`src/hdl/emc_map.svh`:
```
`ifndef EMC_MAP_SVH
`define EMC_MAP_SVH
// software registers of the controller (word addresses)
`define EMC_ADDR_CTRL 4'h0
`define EMC_ADDR_CFG 4'h1
`define EMC_ADDR_STATUS 4'h2
`define EMC_ADDR_LAT 4'h3
// ctrl register bits
`define EMC_CTRL_LOAD 0
`define EMC_CTRL_DLL_RESET 1
`define EMC_CTRL_SELF_REFRESH 2
`define EMC_CTRL_ODT_REQ 3
// extended configuration field positions
`define EMC_DLL_BIT 0
`define EMC_DRIVE_BIT 1
`define EMC_TERM_LO_BIT 2
`define EMC_AL_LSB 3
`define EMC_TERM_HI_BIT 6
`define EMC_CAL_LSB 7
`define EMC_CSTROBE_BIT 10
`define EMC_RSTROBE_BIT 11
`define EMC_OUTDIS_BIT 12
`define EMC_VALID_MASK 13'h1C7F
`define EMC_CFG_RESET 13'h0000
// dll taken as off before the first load, so the first enable gets a reset
`define EMC_SHADOW_RESET 13'h0001
// bank select and base mode operand with dll reset
`define EMC_BANK_EXT 3'h1
`define EMC_BANK_BASE 3'h0
`define EMC_BASE_DLL_RESET 13'h0100
// timing counts in clocks
`define EMC_MRD_CYCLES 8'h02
`define EMC_DLL_LOCK_CYCLES 8'hC8
`define EMC_AL_MAX 3'h4
`define EMC_CL_MIN 3'h3
`define EMC_CL_MAX 3'h5
`endif

```
`src/hdl/emc_pkg.sv`:
```
package emc_pkg;
    typedef struct packed {
        logic cs_n;
        logic ras_n;
        logic cas_n;
        logic we_n;
        logic [2:0] bank;
        logic [12:0] addr;
    } mem_cmd_type;
    typedef enum logic [2:0] {
        ST_IDLE = 3'b000,
        ST_EXT = 3'b001,
        ST_WAIT = 3'b010,
        ST_DLLRST = 3'b011,
        ST_LOCK = 3'b100
    } state_type;
endpackage

```
`src/hdl/ext_mode_ctrl.sv`:
```
// Notes on behaviour
// [RL1] device updates extended register only on selecting mode load; keeps it
// [RL2] load only with banks idle and no burst; then wait mode-set delay
// [RL3] bit zero enables DLL; keep enabled in normal use and at power-up
// [RL4] enabling DLL is followed by a mode load that resets the DLL
// [RL5] device disables DLL in self refresh, re-enables and resets on exit
// [RL6] after DLL enable and reset wait 200 clocks before any read
// [RL7] drive field zero gives full strength, one about 60 percent
// [RL8] complement strobe disable zero gives inverse strobe, one single-ended
// [RL9] complement disable also gates redundant complement strobe
// [RL10] redundant strobe enable drives redundant strobe during reads only
// [RL11] output disable one turns off all data and strobe outputs
// [RL12] termination bits two and six select value; no reserved codes; the code refuses the code with both bits set
// [RL13] termination input acts only when enabled and in active states
// [RL14] termination ignored in self refresh; keep it disabled there
// [RL15] keep termination off until extended register enables it
// [RL16] driver calibration field always programmed to default
// [RL17] additive latency bits three to five, zero to four only
// [RL18] early read or write allowed when additive latency within delay
// [RL19] read latency equals additive plus CAS latency
// [RL20] write latency is read latency minus one
// [RL21] CAS latency is 3, 4 or 5 clocks
// [RL22] bank lines choose which extended register takes the operand
// [RL23] unassigned extended bits written as zero
`include "emc_map.svh"
`timescale 1ns/100ps
`default_nettype none
module ext_mode_ctrl (
    input wire logic sys_clk_in,
    input wire logic sys_rst_in,
    input wire logic [3:0] addr_in,
    input wire logic [15:0] wdata_in,
    input wire logic wr_in,
    input wire logic rd_in,
    input wire logic banks_idle_in,
    output logic [15:0] rdata_out,
    output emc_pkg::mem_cmd_type cmd_out,
    output logic odt_out,
    output logic read_allowed_out,
    output logic busy_out
);
    // ========================================================
    // software registers
    logic [12:0] cfg, next_cfg;
    logic [12:0] shadow, next_shadow;
    logic [2:0] cas_lat, next_cas_lat;
    logic load_req, next_load_req;
    logic dll_rst_req, next_dll_rst_req;
    logic self_ref, next_self_ref;
    logic odt_req, next_odt_req;
    logic bad_code, next_bad_code;
    logic [15:0] next_rdata;
    logic [2:0] al_f;
    logic [1:0] term_f;
    emc_pkg::state_type state, next_state;
    logic load_started;
    always_comb begin
        next_cfg = cfg;
        next_cas_lat = cas_lat;
        next_load_req = load_req;
        next_dll_rst_req = dll_rst_req;
        next_self_ref = self_ref;
        next_odt_req = odt_req;
        next_bad_code = bad_code;
        next_rdata = 16'h0000;
        al_f = wdata_in[`EMC_AL_LSB +: 3];
        term_f = {wdata_in[`EMC_TERM_HI_BIT], wdata_in[`EMC_TERM_LO_BIT]};
        // requests consumed by the sequencer; a write in the same cycle wins
        if (load_started)
            next_load_req = 1'b0;
        if (state == emc_pkg::ST_EXT)
            next_dll_rst_req = 1'b0;
        if (wr_in) begin
            case (addr_in)
                `EMC_ADDR_CTRL: begin
                    if (wdata_in[`EMC_CTRL_LOAD])
                        next_load_req = 1'b1;
                    if (wdata_in[`EMC_CTRL_DLL_RESET])
                        next_dll_rst_req = 1'b1;
                    next_self_ref = wdata_in[`EMC_CTRL_SELF_REFRESH];
                    next_odt_req = wdata_in[`EMC_CTRL_ODT_REQ];
                end
                `EMC_ADDR_CFG: begin
                    // reserved codes refused, rest forced to zero
                    if (al_f > `EMC_AL_MAX || term_f == 2'b11) begin // RL12 RL17 RL18
                        next_bad_code = 1'b1;
                    end else begin
                        next_bad_code = 1'b0;
                        next_cfg = wdata_in[12:0] & `EMC_VALID_MASK; // RL16 RL23
                    end
                end
                `EMC_ADDR_LAT: begin
                    if (wdata_in[2:0] >= `EMC_CL_MIN &&
                        wdata_in[2:0] <= `EMC_CL_MAX)
                        next_cas_lat = wdata_in[2:0]; // RL21
                end
                default: begin
                end
            endcase
        end
        if (rd_in) begin
            case (addr_in)
                `EMC_ADDR_CTRL: next_rdata = {12'h000, odt_req, self_ref,
                    dll_rst_req, load_req};
                `EMC_ADDR_CFG: next_rdata = {3'h0, cfg};
                `EMC_ADDR_STATUS: next_rdata = {bad_code, shadow,
                    read_allowed_out, busy_out};
                `EMC_ADDR_LAT: next_rdata = {5'h00,
                    4'(4'(cfg[`EMC_AL_LSB +: 3]) + 4'(cas_lat) - 4'h1),
                    4'(4'(cfg[`EMC_AL_LSB +: 3]) + 4'(cas_lat)),
                    cas_lat}; // RL19 RL20
                default: next_rdata = 16'h0000;
            endcase
        end
    end
    always_ff @(posedge sys_clk_in or posedge sys_rst_in) begin
        if (sys_rst_in) begin
            cfg <= `EMC_CFG_RESET; // RL3
            cas_lat <= `EMC_CL_MIN;
            load_req <= 1'b0;
            dll_rst_req <= 1'b0;
            self_ref <= 1'b0;
            odt_req <= 1'b0;
            bad_code <= 1'b0;
            rdata_out <= 16'h0000;
        end else begin
            cfg <= next_cfg;
            cas_lat <= next_cas_lat;
            load_req <= next_load_req;
            dll_rst_req <= next_dll_rst_req;
            self_ref <= next_self_ref;
            odt_req <= next_odt_req;
            bad_code <= next_bad_code;
            rdata_out <= next_rdata;
        end
    end
    // ========================================================
    // command sequencer
    emc_pkg::state_type after_wait, next_after_wait;
    emc_pkg::mem_cmd_type next_cmd;
    logic [7:0] count, next_count;
    logic next_busy, next_read_allowed, next_odt;
    logic term_on;
    assign load_started = state == emc_pkg::ST_IDLE && load_req &&
        banks_idle_in && !self_ref;
    assign term_on = |{shadow[`EMC_TERM_HI_BIT], shadow[`EMC_TERM_LO_BIT]};
    always_comb begin
        next_state = state;
        next_after_wait = after_wait;
        next_count = count;
        next_shadow = shadow;
        next_cmd = '{cs_n: 1'b1, ras_n: 1'b1, cas_n: 1'b1, we_n: 1'b1,
            bank: 3'h0, addr: 13'h0000};
        next_read_allowed = read_allowed_out;
        case (state)
            emc_pkg::ST_IDLE: begin
                if (load_started) begin // RL2
                    next_state = emc_pkg::ST_EXT;
                end
            end
            emc_pkg::ST_EXT: begin
                next_cmd = '{cs_n: 1'b0, ras_n: 1'b0, cas_n: 1'b0,
                    we_n: 1'b0, bank: `EMC_BANK_EXT, addr: cfg}; // RL22
                next_shadow = cfg;
                next_count = `EMC_MRD_CYCLES;
                // a dll enable is always followed by a dll reset
                next_after_wait = (cfg[`EMC_DLL_BIT] == 1'b0 &&
                    (dll_rst_req || shadow[`EMC_DLL_BIT]))
                    ? emc_pkg::ST_DLLRST : emc_pkg::ST_IDLE; // RL4
                if (cfg[`EMC_DLL_BIT] == 1'b0 && shadow[`EMC_DLL_BIT])
                    next_read_allowed = 1'b0;
                next_state = emc_pkg::ST_WAIT;
            end
            emc_pkg::ST_WAIT: begin
                next_count = count - 8'h01;
                if (count == 8'h01) begin // RL2
                    next_state = after_wait;
                end
            end
            emc_pkg::ST_DLLRST: begin
                next_cmd = '{cs_n: 1'b0, ras_n: 1'b0, cas_n: 1'b0,
                    we_n: 1'b0, bank: `EMC_BANK_BASE,
                    addr: `EMC_BASE_DLL_RESET}; // RL4
                next_read_allowed = 1'b0;
                next_count = `EMC_DLL_LOCK_CYCLES;
                next_state = emc_pkg::ST_LOCK;
            end
            emc_pkg::ST_LOCK: begin
                next_count = count - 8'h01;
                if (count == 8'h01) begin
                    next_read_allowed = 1'b1; // RL6
                    next_state = emc_pkg::ST_IDLE;
                end
            end
            default: next_state = emc_pkg::ST_IDLE;
        endcase
        next_busy = next_state != emc_pkg::ST_IDLE;
        // termination off in self refresh and until enabled
        next_odt = odt_req && term_on && !self_ref; // RL14 RL15
    end
    always_ff @(posedge sys_clk_in or posedge sys_rst_in) begin
        if (sys_rst_in) begin
            state <= emc_pkg::ST_IDLE;
            after_wait <= emc_pkg::ST_IDLE;
            count <= 8'h00;
            shadow <= `EMC_SHADOW_RESET;
            cmd_out <= '{cs_n: 1'b1, ras_n: 1'b1, cas_n: 1'b1, we_n: 1'b1,
                bank: 3'h0, addr: 13'h0000};
            read_allowed_out <= 1'b0;
            busy_out <= 1'b0;
            odt_out <= 1'b0;
        end else begin
            state <= next_state;
            after_wait <= next_after_wait;
            count <= next_count;
            shadow <= next_shadow;
            cmd_out <= next_cmd;
            read_allowed_out <= next_read_allowed;
            busy_out <= next_busy;
            odt_out <= next_odt;
        end
    end
    // ========================================================
    // checks
    a_mrd_gap: assert property (@(posedge sys_clk_in) disable iff (sys_rst_in)
        (state == emc_pkg::ST_EXT) |=> cmd_out.cs_n == 1'b0 ##1
        cmd_out.cs_n [*2]) else $error("command inside mode delay"); // RL2
    a_ext_bank: assert property (@(posedge sys_clk_in) disable iff (sys_rst_in)
        (state == emc_pkg::ST_EXT) |=> cmd_out.bank == `EMC_BANK_EXT)
        else $error("wrong bank on extended load"); // RL22
    a_dll_follow: assert property (@(posedge sys_clk_in)
        disable iff (sys_rst_in)
        (state == emc_pkg::ST_EXT && next_after_wait == emc_pkg::ST_DLLRST &&
        next_state == emc_pkg::ST_WAIT) |-> ##[1:4]
        (state == emc_pkg::ST_DLLRST))
        else $error("dll enable without reset"); // RL4
    a_lock_wait: assert property (@(posedge sys_clk_in)
        disable iff (sys_rst_in)
        (state == emc_pkg::ST_DLLRST) |=> !read_allowed_out [*8])
        else $error("read allowed too early"); // RL6
    a_odt_sref: assert property (@(posedge sys_clk_in) disable iff (sys_rst_in)
        $past(self_ref) |-> !odt_out)
        else $error("termination on in self refresh"); // RL14
    a_odt_init: assert property (@(posedge sys_clk_in) disable iff (sys_rst_in)
        odt_out |-> $past(term_on))
        else $error("termination before enable"); // RL15
    a_no_reserved: assert property (@(posedge sys_clk_in)
        disable iff (sys_rst_in)
        !cmd_out.cs_n && cmd_out.bank == `EMC_BANK_EXT |->
        cmd_out.addr[`EMC_AL_LSB +: 3] <= `EMC_AL_MAX &&
        cmd_out.addr[9:7] == 3'h0 && cmd_out.addr[12:0] ==
        (cmd_out.addr[12:0] & `EMC_VALID_MASK))
        else $error("reserved code sent"); // RL16 RL17 RL23
    a_dll_power_up: assert property (@(posedge sys_clk_in)
        disable iff (sys_rst_in)
        $fell(sys_rst_in) |-> cfg[`EMC_DLL_BIT] == 1'b0)
        else $error("dll off at power-up"); // RL3
    a_cl_range: assert property (@(posedge sys_clk_in) disable iff (sys_rst_in)
        cas_lat >= `EMC_CL_MIN && cas_lat <= `EMC_CL_MAX)
        else $error("cas latency out of range"); // RL21
endmodule
`default_nettype wire

```
`config.mk`:
```
export PLATFORM = sky130hd
export DESIGN_NAME = ext_mode_ctrl
export DESIGN_NICKNAME = d
export VERILOG_FILES = /design/src/hdl/emc_pkg.sv /design/src/hdl/ext_mode_ctrl.sv
export VERILOG_INCLUDE_DIRS = /design/src /design/src/hdl
export SDC_FILE = /design/constraint.sdc
export NUM_CORES = 1
export LEC_CHECK = 0
export ABC_AREA = 1
export ABC_CLOCK_PERIOD_IN_PS = 2900
export BUFFER_PORTS_ARGS = -buffer_cell sky130_fd_sc_hd__buf_2
export CAP_MARGIN = 15
export CORE_ASPECT_RATIO = 0.7
export CORE_UTILIZATION = 55
export CTS_CLUSTER_DIAMETER = 200
export CTS_CLUSTER_SIZE = 24
export DETAILED_ROUTE_END_ITERATION = 12
export GPL_TIMING_DRIVEN = 0
export PLACE_DENSITY = 0.79
export SLEW_MARGIN = 20
export SYNTH_ARGS = -nofsm -noshare
export SYNTH_HDL_FRONTEND = slang
export SYNTH_SLANG_ARGS = --single-unit
```
`constraint.sdc`:
```
create_clock -name sys_clk_in -period 2.9 [get_ports sys_clk_in]
set_input_delay 0.29 -clock sys_clk_in [delete_from_list [all_inputs] [get_ports sys_clk_in]]
set_output_delay 0.29 -clock sys_clk_in [all_outputs]
set_load 0.02 [all_outputs]
```
* Word-level counts from Yosys, hierarchy flattened *
Index checks and enable logic that the tools add are counted.

cells by class
  reductions and logical operators = 23
  mux-type cells = 21
  bitwise logic cells = 2
  add/subtract/negate cells = 3
  equality and inequality tests = 11
  $lt $le $gt $ge = 3

operator list
  operator                                                            count
  one-hot mux 16 bit (4 select lines)                                 1
  one-hot mux 20 bit (2 select lines)                                 1
  one-hot mux 8 bit (3 select lines)                                  1
  two-way mux 16 bit                                                  1
  one-hot mux 3 bit (5 select lines)                                  1
  two-way mux 1 bit                                                   11
  two-way mux 3 bit                                                   3
  AND reduction 3 bit                                                 3
  nonzero test 3 bit                                                  3
  == test 4 x 2 -> 1 bit (second input constant)                      2
  == test 8 x 1 -> 1 bit (second input constant)                      1
  logical AND 1 bit                                                   8
  subtractor 8 x 1 -> 8 bit (second input constant)                   1
  == test 3 x 2 -> 1 bit (second input constant)                      2
  adder 3 x 3 -> 4 bit                                                1
  == test 4 x 1 -> 1 bit (second input constant)                      1
  zero test 4 bit                                                     1
  AND reduction 2 bit                                                 2
  OR reduction 2 bit                                                  2
  subtractor 4 x 1 -> 4 bit (second input constant)                   1
  == test 3 x 1 -> 1 bit (second input constant)                      1
  == test 3 bit (second input constant)                               1
  greater-or-equal comparator 3 x 2 -> 1 bit (second input constant)  1
  > comparator 3 bit (second input constant)                          1
  10 further kinds                                                    12

storage, ports and cells
  logic and storage cells = 84
  bits in registers = 81

* Logic depth before layout (Yosys ltp) *
Gate-level depths: netlist (run 1).

  depth after elaboration = 8
  depth in mapped cells = 9

* Worst setup path after synthesis (run 1) *
Ideal clock, no wire load.

  kind = register -> register
  from = register cas_lat[0]
  to = register rdata_out[8]
  cell stages (with the launch flop) = 7
  path buffers = 0
  period minus slack after synthesis = 1.890 ns
  arrival = 1.812 ns
  slack = 1.010 ns
  library setup time = 0.078 ns
  path through = dfstp_2 -> ha_1 -> fa_1 -> inv_1 -> ha_1 -> or2_2 -> a21oi_1

on the way
  longest elaborated chain between the ends = 4

RTL lines
  element                              line                  source
  from (decl)                          ext_mode_ctrl.sv:46   logic [2:0] cas_lat, next_cas_lat;
  from (signal assigned)               ext_mode_ctrl.sv:119  cas_lat <= `EMC_CL_MIN;
  from (signal assigned)               ext_mode_ctrl.sv:128  cas_lat <= next_cas_lat;
  adder 3 x 3 -> 4 bit                 ext_mode_ctrl.sv:109  4'(4'(cfg[`EMC_AL_LSB +: 3]) + 4'(cas_lat) - 4'h1),
  subtractor 4 x 1 -> 4 bit            ext_mode_ctrl.sv:109
  one-hot mux 16 bit (4 select lines)  ext_mode_ctrl.sv:102  case (addr_in)
  two-way mux 16 bit                   ext_mode_ctrl.sv:101  if (rd_in) begin
  net next_rdata[8]                    ext_mode_ctrl.sv:52   logic [15:0] next_rdata;
  to (signal assigned)                 ext_mode_ctrl.sv:134  rdata_out <= next_rdata;
  to (decl)                            ext_mode_ctrl.sv:36   output logic [15:0] rdata_out,

The timed path passes the listed nets, and every way through them passes these cells.
A chain may end at the register's enable or synchronous reset.

* Final worst setup path (run 1) *
Ends and elaborated chain as after synthesis.

==> run summary, run 1 <==
The run finished with clean final reports. In the final routed layout, each cell accounts on average for 14.54 um. Overall power consumption after layout is estimated at 3.729 mW. Sorting the synthesized cells by how often they occur yields 81 x nand2_1, 68 x dfrtp_1, 50 x inv_1. The number of hold buffers added after CTS came out at 1. The cell sitting at the root of the clock tree is a clkbuf_8. Power spread over the standard cell area amounts to 942.1 nW/um^2. Setup violations remaining at the end of the flow were counted as 0.

The count of pins over their slew limit was 0. STA puts the critical path data arrival time at 2.37 ns. For the number of top-level design ports, the log shows 64. The number of port buffers is 53, and the cell leakage power is 2.158 nW. After floorplanning, the core was divided into 23 placement rows. The setup total negative slack is 0 ns. The standard cell with the maximum stage delay on the critical path is dfstp_2. TritonCTS built the clock tree. For the required time at the endpoint of the critical path, the log shows 3.17 ns.

The critical path is of the register to register type. In this run the critical register-to-register path is captured at rdata_out[8]. The signal on the critical path passes through ha_1, fa_1, inv_1, ha_1, or2_2, a21oi_1. The share of synthesized flip-flops with an asynchronous set or reset is 1.000, and the sequential element share of the synthesized area is 0.5468.

Among the stages of the critical path, the cell type that occurs most often is ha_1. CTS saw 72 sinks. The wire length after detailed routing was 7561 um; the number of standard cells in the layout, taps in and fillers out was 520. After floorplanning, the core was sized to cover 5756 um^2.

The share of the clock period used by the worst path is 0.7228, and the starting density of the core is 0.5741. Fill cells in the final layout number 463. The proportion of layout cells with a drive suffix above 1 works out to 0.2584. The run gives 5 as the first-pass detailed-route iteration total. STA classifies the critical path endpoint as a register.

In this run, distinct cell masters in the synthesized netlist total 33. The final-report hold violation count was 0. The global-route usage over all layers was 0.2650; the peak ir drop on the vdd network was 0.5562 mV. For the synthesized cell area, the log shows 3304 um^2. The area share of the largest cell type after synthesis was 0.5150; the clock latency at the later pin of the worst-skew pair was 0.36 ns. After the last flow step, the layout net total stands at 472. The run gives 477.1 MHz as the top achievable clock speed. A synthesized cell averages 8.907 um^2. After synthesis, the cell types taking the most area are dfrtp_1 51%, nand2_1 9.2%, inv_1 5.7%. The path with the worst hold slack has its endpoint at cfg[11].

The first-pass GRT wire length was 12160 um; the buffers plus inverters on the worst setup path was 1. Largest fanout of any net on the critical path: 3. For the buffer count from post-CTS setup fixing, the log shows 0.

Number of global-route vias before repair: 2477. In the routed design, unresolved DRC markers number 0. Setup slack on the worst reg-to-reg path comes out at 0.80 ns. The initial antenna violation count was 0. The run gives 0.6878 as the fraction of the core area covered by cells at the end of the flow. The worst hold margin was 0.1562 ns. The tools report the maximum count of clock buffers along a single path as 2.

The final setup skew is 0.004577 ns. The post-synthesis cell count was 371; the TritonCTS buffer count was 9. The routed design could run at a clock period as short as 2.096 ns. Counting instances, the worst hold path has a depth of 3.

The count of state elements after synthesis is 72. The average via count per standard cell is 5.221. The worst register-to-register path has a depth of 6. The beginning of the worst register-to-register path was cas_lat[0].

In the synthesized netlist the dominant register cell turns out to be dfrtp_1. The most frequently used cell type in the post-synthesis netlist is nand2_1. The class of the most critical hold timing path was input port to register. The count of antenna diodes in the layout came out at 0. The die width is 94.65 um. Detailed placement finished with a half-perimeter wire length of 5564 um.

Measured along the y axis, the die boundary spans 66.85 um. The largest stage delay on the critical path works out to 0.56 ns. The synthesized design contains 0 enable-type register cells. For the total global routing overflow, the log shows 0. The post-synthesis cell type with the largest combined area was dfrtp_1. In this run, post-CTS repair resized a total of 0 instances.

Largest net degree at the start of global routing: 40. The startpoint identified for the worst hold timing path is wdata_in[11]. Setup repair after global routing left no endpoint under its margin. Including well taps, the total number of placed cells is 503. The run gives 160 as the number of DRC markers in iteration 0. STA classifies the critical path startpoint as a register. For this run, the number of Yosys warnings is 0.

Routability congestion estimate from global placement: 0.8584. Floorplan die area: 6327 um^2. The routed layout has 2715 vias. Clock-pin slew was measured on the worst setup and hold paths at 0.08 ns. The clock tree synthesis step divided the H-tree into 3 levels. The cell family contributing the most delay on the critical path is adder cells.

The tools report the number of max-cap violations as 0. The antenna violation net count after detailed routing is 0, and the signed area change from the synthesized netlist to the final layout is 19.80%.
## where the power goes
part	total (mW)	switching (mW)	internal, mW
combinational	1.27	0.818	0.455
clock	0.988	0.405	0.583
sequential	1.47	0.176	1.29
## how the worst max path moves through the flow
stage / to / cells after the start / start / slack, ns
global route: rdata_out[8] / 6 / cas_lat[0] / 0.73
CTS: rdata_out[8] / 6 / cas_lat[0] / 0.83
floorplan: after_wait[0] / 1 / sys_rst_in / 0.79
global placement: cmd_out[6] / 2 / sys_rst_in / 0.05
detailed placement: rdata_out[8] / 6 / cas_lat[0] / 0.85
finish: rdata_out[8] / 6 / cas_lat[0] / 0.80
## cells by family after synthesis
logic type | Yosys count | share of synthesized area
AND/OR/NAND/NOR | 156 | 0.2060
adder cells (fa/ha/maj) | 7 | 0.02878
AO/OA/AOI/OAI | 60 | 0.1091
flip-flops | 72 | 0.5468
XOR/XNOR | 4 | 0.01060
buffers and inverters | 71 | 0.09769
other | 1 | 0.001135
## stage by stage
| step | setup slack (ns) | area, um^2 |
|---|---|---|
| after floorplan | 0.7917 | 3316 |
| after global placement | 0.04595 | 3675 |
| after detailed placement | 0.8482 | 3697 |
| after CTS | 0.8335 | 3959 |
| after global routing | 0.7311 | 3959 |
| final | 0.8039 | 3959 |
## routing by layer
metal  up-vias  GRT usage  part of all wire
met5         -          0                 0
met4         0    0.07955            0.0078
met3         7    0.07306             0.081
met2       125     0.3822              0.45
met1      1284     0.3870              0.46
li1       1299          -                 -
## layout make-up
type	count	area, um^2	share of cell area
inverter	59	224.0	0.05657
clock inverter	7	127.6	0.03224
timing repair buffer	55	295.3	0.07459
clock buffer	9	123.9	0.03129
tap	75	93.84	0.02370
buffer	12	101.3	0.02560
multi-input combinational	231	1186	0.2996
sequential	72	1807	0.4564
## worst min-delay path: stages
cell and delay, ns:
buf_2 0.08, nand2_1 0.06, o21ai_2 0.05
## placed cells by master (no fill, tap or decap), types with 6 or more instances in the layout
master / n
nand2_1: 81
dfrtp_1: 68
buf_2: 53
inv_1: 49
nor2_1: 39
nand3_1: 19
o21ai_0: 16
o21ai_1: 14
o21ai_2: 10
clkbuf_8: 9
inv_2: 8
a21oi_1: 8
buf_4: 7
ha_1: 6
## registers in the layout (all words and copies together) (netlist names)
signal            cells
shadow               10
after_wait            1
count                 8
cmd_out              13
odt_out               1
busy_out              1
read_allowed_out      1
self_ref              1
dll_rst_req           1
odt_req               1
cas_lat               3
bad_code              1
state                 3
rdata_out            16
cfg                  10
load_req              1
(Power assumes the default switching activity.)
==> inputs of run 2 (changes only) <==
Settings changed: ABC_CLOCK_PERIOD_IN_PS 2900 to 2100.
Clock period 2.9 ns to 2.1 ns, I/O delays scaled along.
==> run 2 against run 1 <==
Global-route usage stayed put. Cell count is 0.19% higher. Sequential power is 38% higher. Clock power is 38% higher. Highest routed layer unchanged. Critical path depth stayed put. Clock skew is 0.0010 ns higher. Register-to-register slack worse by 0.77 ns. Cell area is 0.35% higher. Fmax is 1.3% higher. Critical path type unchanged. Combinational power is 40% higher. Non-clock buffer count is 1 higher. Flip-flop and latch count stayed put.
==> run summary, run 2 (synthesis gave the netlist of run 1 again) <==
The logs give 0 (unchanged) for the count of pins over their slew limit and 9 (unchanged) for the TritonCTS buffer count. Global-route usage over all layers: 0.2650 (unchanged). The final-report hold violation count is 0 (unchanged), and the largest fanout of any net on the critical path is 3 (unchanged).

The number of port buffers works out to 53 (unchanged). In the layout the commonest cells are 81 x nand2_1, 68 x dfrtp_1, 53 x buf_2. The routability congestion estimate from global placement is 0.8584 (unchanged). TritonCTS built the clock tree. The tools report the area of the multi-input gates as 1192 um^2 (+0.53%). The tightest min-delay check is of the input port to register type. Most common cell after layout, fill and taps aside: nand2_1.

The flow ran to the end, and the final reports show no timing, DRC or antenna violations. The number of DRC markers in iteration 0 is 181 (+13%), and the cell leakage power is 2.161 nW (+0.13%). The share of the clock period used by the worst path was 0.9850 (+0.2622); the peak ir drop on the vdd network was 0.7673 mV (+38%). The total power after layout was 5.169 mW (+39%).

The signal arrival time at the worst endpoint is 2.35 ns (-0.02 ns). The number of vias after detailed routing was 2701 (-0.52%). Traced cell by cell, the critical path runs through ha_2, fa_1, inv_1, ha_1, or2_2, a21oi_2. For the first-pass detailed-route iteration total, the log shows 5 (unchanged). The clock latency at the later pin of the worst-skew pair was 0.36 ns (about the same); the number of filler instances in the final layout was 461 (-0.43%). The logs give 473 (+0.21%) for the total number of nets in the final design and 6327 um^2 (unchanged) for the floorplan die area. The number of cells after detailed placement was 503 (unchanged). The worst hold path depth is 3 (unchanged).

The reg2reg setup slack was 0.03 ns (-0.77 ns). STA classifies the critical path startpoint as a register. The chip height was 66.85 um (unchanged). Average via count per standard cell: 5.184 (-0.71%). The worst hold margin was 0.07360 ns (-0.08263 ns). The signed area change from the synthesized netlist to the final layout was 20.22%; the number of global-route vias before repair was 2477 (unchanged).

The run gives 0 (unchanged) as the remaining routing DRC violations. The run gives 521 (+0.19%) as the number of standard cells in the layout, taps in and fillers out. The run gives 0 (unchanged) as the antenna violation net count after detailed routing. The total non-filler cell area in the finished layout was 3973 um^2 (+0.35%); the wire length per cell was 14.52 um (-0.17%). The final-report setup violation count was 0 (unchanged). The critical path is of the register to register type. The tools report the total global routing overflow as 0 (unchanged). Final period demand of the worst path: 2.068 ns (-0.02765 ns). On the critical path, the stage with the largest delay is an instance of dfstp_2. The critical path's top delay family was adder cells.

The post-CTS clock slew at the launch and capture registers of the worst setup and hold paths was 0.08 ns (about the same). Required time at the endpoint of the critical path: 2.38 ns (-0.79 ns). The number of cell instances on the worst register-to-register path was 6 (unchanged); the buffers plus inverters on the worst setup path was 1 (unchanged).

Ranked by flip-flop count, first place goes to rdata_out. For the starting density of the core, the log shows 0.5741 (unchanged). In the final layout, the registers with the most flip-flops are rdata_out: 16 flops, cmd_out: 13 flops.

The largest stage delay on the critical path is 0.56 ns (about the same), and the sum of net half-perimeters after detailed placement is 5564 um (unchanged). The worst hold path terminates at cfg[10]. The tools report the number of max-cap violations as 0 (unchanged).

The logs give 5756 um^2 (unchanged) for the placeable core area and 7563 um (about the same) for the wire length after detailed routing. Worst flop-to-flop path endpoint: rdata_out[8]. The proportion of layout cells with a drive suffix above 1 works out to 0.2646 (+0.006147).

The worst hold path begins at wdata_in[10]. The logs give 0.005589 ns (+0.001012 ns) for the final setup skew and 1807 um^2 (unchanged) for the area occupied by registers. The top achievable clock speed was 483.4 MHz (+1.3%); the number of H-tree branching levels was 3 (unchanged).

The placement row count was 23 (unchanged); the largest net degree at the start of global routing was 40 (unchanged). The power per standard cell area is 1301 nW/um^2 (+38%), and the placed instance area is 3697 um^2 (unchanged). In this run the critical register-to-register path is launched from cas_lat[0]. The number of top-level design ports is 64 (unchanged). Number of flip-flops under the largest register name: 16 (unchanged). For the count of antenna diodes in the layout, the log shows 0 (unchanged). The run gives 0 (unchanged) as the initial antenna violation count. Clock tree synthesis selected as its root buffer the cell clkbuf_8. STA classifies the critical path endpoint as a register. Clock sink count: 72 (unchanged).

The run gives 2 (unchanged) as the maximum count of clock buffers along a single path. The first-pass GRT wire length is 12160 um (unchanged), and the die width is 94.65 um (unchanged).
[run 2: cell count changes in the layout (fill, tap and decap cells not counted)]
cell / previous run / this run
a21oi_1: 8 / 7
a21oi_2: 0 / 1
buf_4: 7 / 8
ha_1: 6 / 5
ha_2: 0 / 1
[run 2: area by class of cell]
cell class,count,share of cell area
flip-flops and latches,72,0.4548
multi-input cells,231,0.3002
repair buffers,56,0.07622
inverters,59,0.05638
clock inverters,7,0.03213
clock buffers,9,0.03118
plain buffers,12,0.02551
well taps,75,0.02362
[run 2: how the worst max path moves through the flow]
| stage | from | endpoint | slack (ns) | depth (start not counted) |
|---|---|---|---|---|
| floorplan | sys_rst_in | after_wait[0] | 0.07 | 1 |
| global placement | sys_rst_in | cmd_out[6] | -0.67 | 2 |
| detailed placement | cas_lat[0] | rdata_out[8] | 0.05 | 6 |
| CTS | cas_lat[0] | rdata_out[8] | 0.03 | 6 |
| global route | cas_lat[0] | rdata_out[8] | -0.009 | 6 |
| finish | cas_lat[0] | rdata_out[8] | 0.03 | 6 |
[run 2: tightest hold or removal path: stages]
cell and delay, ns:
buf_2 0.09, nand2_2 0.05, o21ai_2 0.05
[run 2: layer usage]
layer,GRT usage,vias to the layer above,part of all wire
met2,0.3822,109,0.45
met5,0,-,0
met1,0.3870,1284,0.47
met4,0.07955,0,0.0061
met3,0.07306,7,0.077
li1,-,1301,-
[run 2: power breakdown]
group | switching, mW | internal [mW] | total [mW]
clock network | 0.559 | 0.805 | 1.36
registers | 0.242 | 1.79 | 2.03
logic | 1.14 | 0.643 | 1.78
[run 2: timing repair]
action / in CTS / in global routing
gates resized for setup: 0 / 2
buffers inserted: 0 / 1
hold buffers: 1 / 0
endpoints found under the setup margin: 0 / 1
hold endpoints to repair: 33 / 0
[run 2: stage by stage]
| step | setup TNS, ns | setup WS (ns) | util |
|---|---|---|---|
| 2_1_floorplan | 0 | 0.07170 | - |
| 5_1_grt | -0.01785 | -0.009029 | 0.6902 |
| 4_1_cts | 0 | 0.03352 | 0.6878 |
| 3_3_place_gp | -45.64 | -0.6741 | 0.6385 |
| 6_report | 0 | 0.03152 | 0.6902 |
| 3_5_place_dp | 0 | 0.04815 | 0.6424 |
==> inputs of run 3 (changes only) <==
Settings changed: ABC_AREA 1 to unset.
==> run 3 against run 2 <==
Register-to-register slack better by 0.13 ns. Area after synthesis is 0.91% higher. Sequential share of layout area up 0.48 points.
==> run summary, run 3 <==
By instance count, the leading cell after synthesis is dfrtp_1. The maximum count of clock buffers along a single path was 2 (unchanged); the floorplan die area was 6383 um^2 (+0.89%). The tools report the total non-filler cell area in the finished layout as 3931 um^2 (-1.0%). The logs give 0.6796 (-0.01057) for the fraction of the core area covered by cells at the end of the flow and 516.7 MHz (+6.9%) for the top achievable clock speed. The worst-case setup margin in the final layout is 0.1645 ns (+0.1330 ns), and the number of DRC markers in iteration 0 is 270 (+49%). The run gives 0 (unchanged) as the count of pins over their slew limit.

The wire length per cell was 16.87 um (+16%). The startpoint class of the critical path was a register. The run gives 54 (+64%) as the number of distinct library cells after synthesis.

The number of H-tree branching levels was 3 (unchanged); the buffer count from post-CTS setup fixing was 0 (unchanged). The proportion of layout cells with a drive suffix above 1 was 0.2807 (+0.01617); the final-report hold violation count was 0 (unchanged). For the first-pass detailed-route iteration total, the log shows 4 (-1). Setup repair after global routing left no endpoint under its margin.

The tightest min-delay check is of the input port to register type. Final period demand of the worst path: 1.936 ns (-0.1330 ns). The die width was 95.07 um (+0.44%).

The power per standard cell area came out at 1075 nW/um^2 (-17%). The library cells used most frequently in the layout, excluding fill and tap cells, are 68 x dfrtp_1, 55 x buf_2, 26 x nor2_1. Worst setup slack before clock tree synthesis: 0.04951 ns (+0.001360 ns). The largest stage delay on the critical path works out to 0.41 ns (-0.15 ns). The run gives 0.34 ns (-0.02 ns) as the clock latency at the later pin of the worst-skew pair.

The logs give 4.227 mW (-18%) for the total power after layout and 9 (unchanged) for the TritonCTS buffer count. The final-report setup violation count came out at 0 (unchanged). The tree is rooted in a clkbuf_8. The logs give 40 (unchanged) for the largest net degree at the start of global routing and 72 (unchanged) for the clock sink count.

The number of port buffers came out at 52 (-1.9%). Worst hold margin: 0.09263 ns (+0.01902 ns). The antenna violation net count after detailed routing came out at 0 (unchanged). Sorting the synthesized cells by area gives the leading types as dfrtp_1 51%, dfstp_2 3.2%, mux2_4 3.2%.

Placement row count: 23 (unchanged). Post-synthesis cell count: 301 (-19%). The number of flip-flops under the largest register name came out at 16 (unchanged). The worst setup path is of the register to register kind. The routability congestion estimate from global placement was 0.9493 (+11%).

The logs give 0 (unchanged) for the initial antenna violation count and 0.2673 (+0.002293) for the global-route usage over all layers. The tools report the placeable core area as 5784 um^2 (+0.50%). The library cell used most frequently in the layout, excluding fill and tap cells, is dfrtp_1. Counting instances in the post-synthesis netlist gives the leading cell types as 68 x dfrtp_1, 26 x nor2_1, 17 x nand2_1, 17 x o21ai_0, 13 x and2_1. The number of filler instances in the final layout came out at 444 (-3.7%). For the peak ir drop on the vdd network, the log shows 0.4066 mV (-47%). For the first-pass GRT wire length, the log shows 12510 um (+2.9%). The sequential element share of the synthesized area came out at 0.5418 (-0.004924).

The largest registers in the layout are rdata_out: 16 flops, cmd_out: 13 flops. For the remaining routing DRC violations, the log shows 0 (unchanged). The area share of the largest cell type after synthesis works out to 0.5103 (-0.004638). The critical path endpoint category is a register. The number of enable flip-flop cells after synthesis was 0 (unchanged); the starting density of the core was 0.5765 (+0.002335). The synthesized cell area was 3334 um^2 (+0.91%). The average via count per standard cell was 5.831 (+12%).

Ranked by flip-flop count, first place goes to rdata_out. For the number of top-level design ports, the log shows 64 (unchanged). The flow ran to the end, and the final reports show no timing, DRC or antenna violations. The signal arrival time at the worst endpoint is 2.17 ns (-0.18 ns), and the signed area change from the synthesized netlist to the final layout is 17.90%. For this design, the slowest cell found on the critical path is clkbuf_1. The count of antenna diodes in the layout came out at 0 (unchanged). Walking the worst path, the cells encountered are buf_2, nand2b_1, or2_2, clkbuf_1, inv_1, buf_2, and2_1, a21o_1.

The tools report the number of vias after detailed routing as 2618 (-3.1%). TritonCTS built the clock tree. The number of global-route vias before repair is 2440 (-1.5%), and the worst hold path depth is 2 (-1). The biggest area contributor in the post-synthesis netlist is dfrtp_1. The required time at the endpoint of the critical path is 2.33 ns (-0.05 ns), and the number of max-cap violations is 0 (unchanged). Share of synthesized flip-flops with an asynchronous set or reset: 1.000 (unchanged). The run gives 2.027 nW (-6.2%) as the cell leakage power.

The logs give 401 (-15%) for the total number of nets in the final design and 0.6286 for the relative max-transition margin. The tools report the wire length after detailed routing as 7575 um (+0.16%). For the total global routing overflow, the log shows 0 (unchanged). Counting stages on the worst path, the most repeated cell is buf_2.

The number of cell instances on the worst register-to-register path works out to 8 (+2). The placed instance area is 3722 um^2 (+0.68%). The share of the clock period used by the worst path was 0.9217 (-0.06331).

The most used flip-flop cell after synthesis is dfrtp_1. The chip height is 67.15 um (+0.44%). The count of state elements after synthesis was 72 (unchanged); the transition time at the pin with the least slew margin was 0.5571 ns. The tools report the final setup skew as 0.004631 ns (-0.0009586 ns). The post-CTS clock slew at the launch and capture registers of the worst setup and hold paths is 0.07 ns (about the same), and the number of warning messages in the yosys log is 0 (unchanged).

The largest fanout of any net on the critical path is 10 (+7), and the sum of net half-perimeters after detailed placement is 5443 um (-2.2%). The average size of a mapped cell works out to 11.08 um^2 (+24%).
==> run 3: cell count changes after synthesis, sizes merged, moves of 6 or more <==
cell,change
nand3,-15
a311oi,+6
nand2,-68
mux2,+13
and2,+13
clkbuf,+10
inv,-49
nor2,-17
o21ai,-23
a21o,+11
==> run 3: final timing paths <==
kind	end	from	slack, ns
max in group asynchronous	cas_lat[1]	sys_rst_in	1.08
min in group asynchronous	cmd_out[0]	sys_rst_in	0.42
setup reg to reg	shadow[12]	state[0]	0.16
setup / recovery	shadow[12]	state[0]	0.16
hold reg to reg	rdata_out[15]	bad_code	0.48
hold / removal	cfg[10]	wdata_in[10]	0.09
==> run 3: cell type report <==
cell class	instances	area [um^2]	share of cell area
inverters	9	36.28	0.009230
flip-flops and latches	72	1807	0.4596
repair buffers	54	290.3	0.07384
clock buffers	11	141.4	0.03596
multi-input cells	201	1385	0.3523
well taps	75	93.84	0.02387
plain buffers	22	121.4	0.03087
clock inverters	5	56.30	0.01432
==> run 3: metrics by stage <==
step,TNS (ns),std cells
final,0,449
after global routing,0,449
after CTS,0,449
after detailed placement,0,432
after global placement,-45.88,431
after floorplan,0,304
==> run 3: what timing repair did <==
| item | in CTS | in global routing |
|---|---|---|
| gates resized for setup | 0 | 2 |
| hold buffers | 1 | 0 |
| endpoints found under the hold margin | 31 | 0 |
| setup endpoints to repair | 0 | 1 |
==> run 3: cell families (layout without fill, tap and decap cells) <==
logic type	Yosys count	count (layout)	share of synthesized area
AO/OA/AOI/OAI	71	71	0.1448
adder cells (fa/ha/maj)	7	7	0.02852
other	1	4	0.001125
flip-flops	72	72	0.5418
AND/OR/NAND/NOR	99	99	0.1662
multiplexers	16	16	0.06079
buffers and inverters	31	101	0.04615
XOR/XNOR	4	4	0.01051
==> run 3: where the power goes <==
group / switching, mW / internal [mW] / total (mW)
Sequential: 0.274 / 1.68 / 1.95
Combinational: 0.678 / 0.519 / 1.20
Clock: 0.498 / 0.581 / 1.08
==> run 3: routing by layer <==
layer	up-vias	wire length [um]	global-route usage
li1	1196	-	-
met2	117	3335	0.3830
met4	0	98	0.08144
met3	9	515	0.06644
met1	1296	3625	0.3996
met5	-	0	0
==> run 3: worst max-delay path: cells and delay by family (launching register included) <==
kind | cells | cell delay, ns
compound gates | 1 | 0.16
buf+inv | 4 | 0.90
flops | 1 | 0.36
simple gates | 3 | 0.40
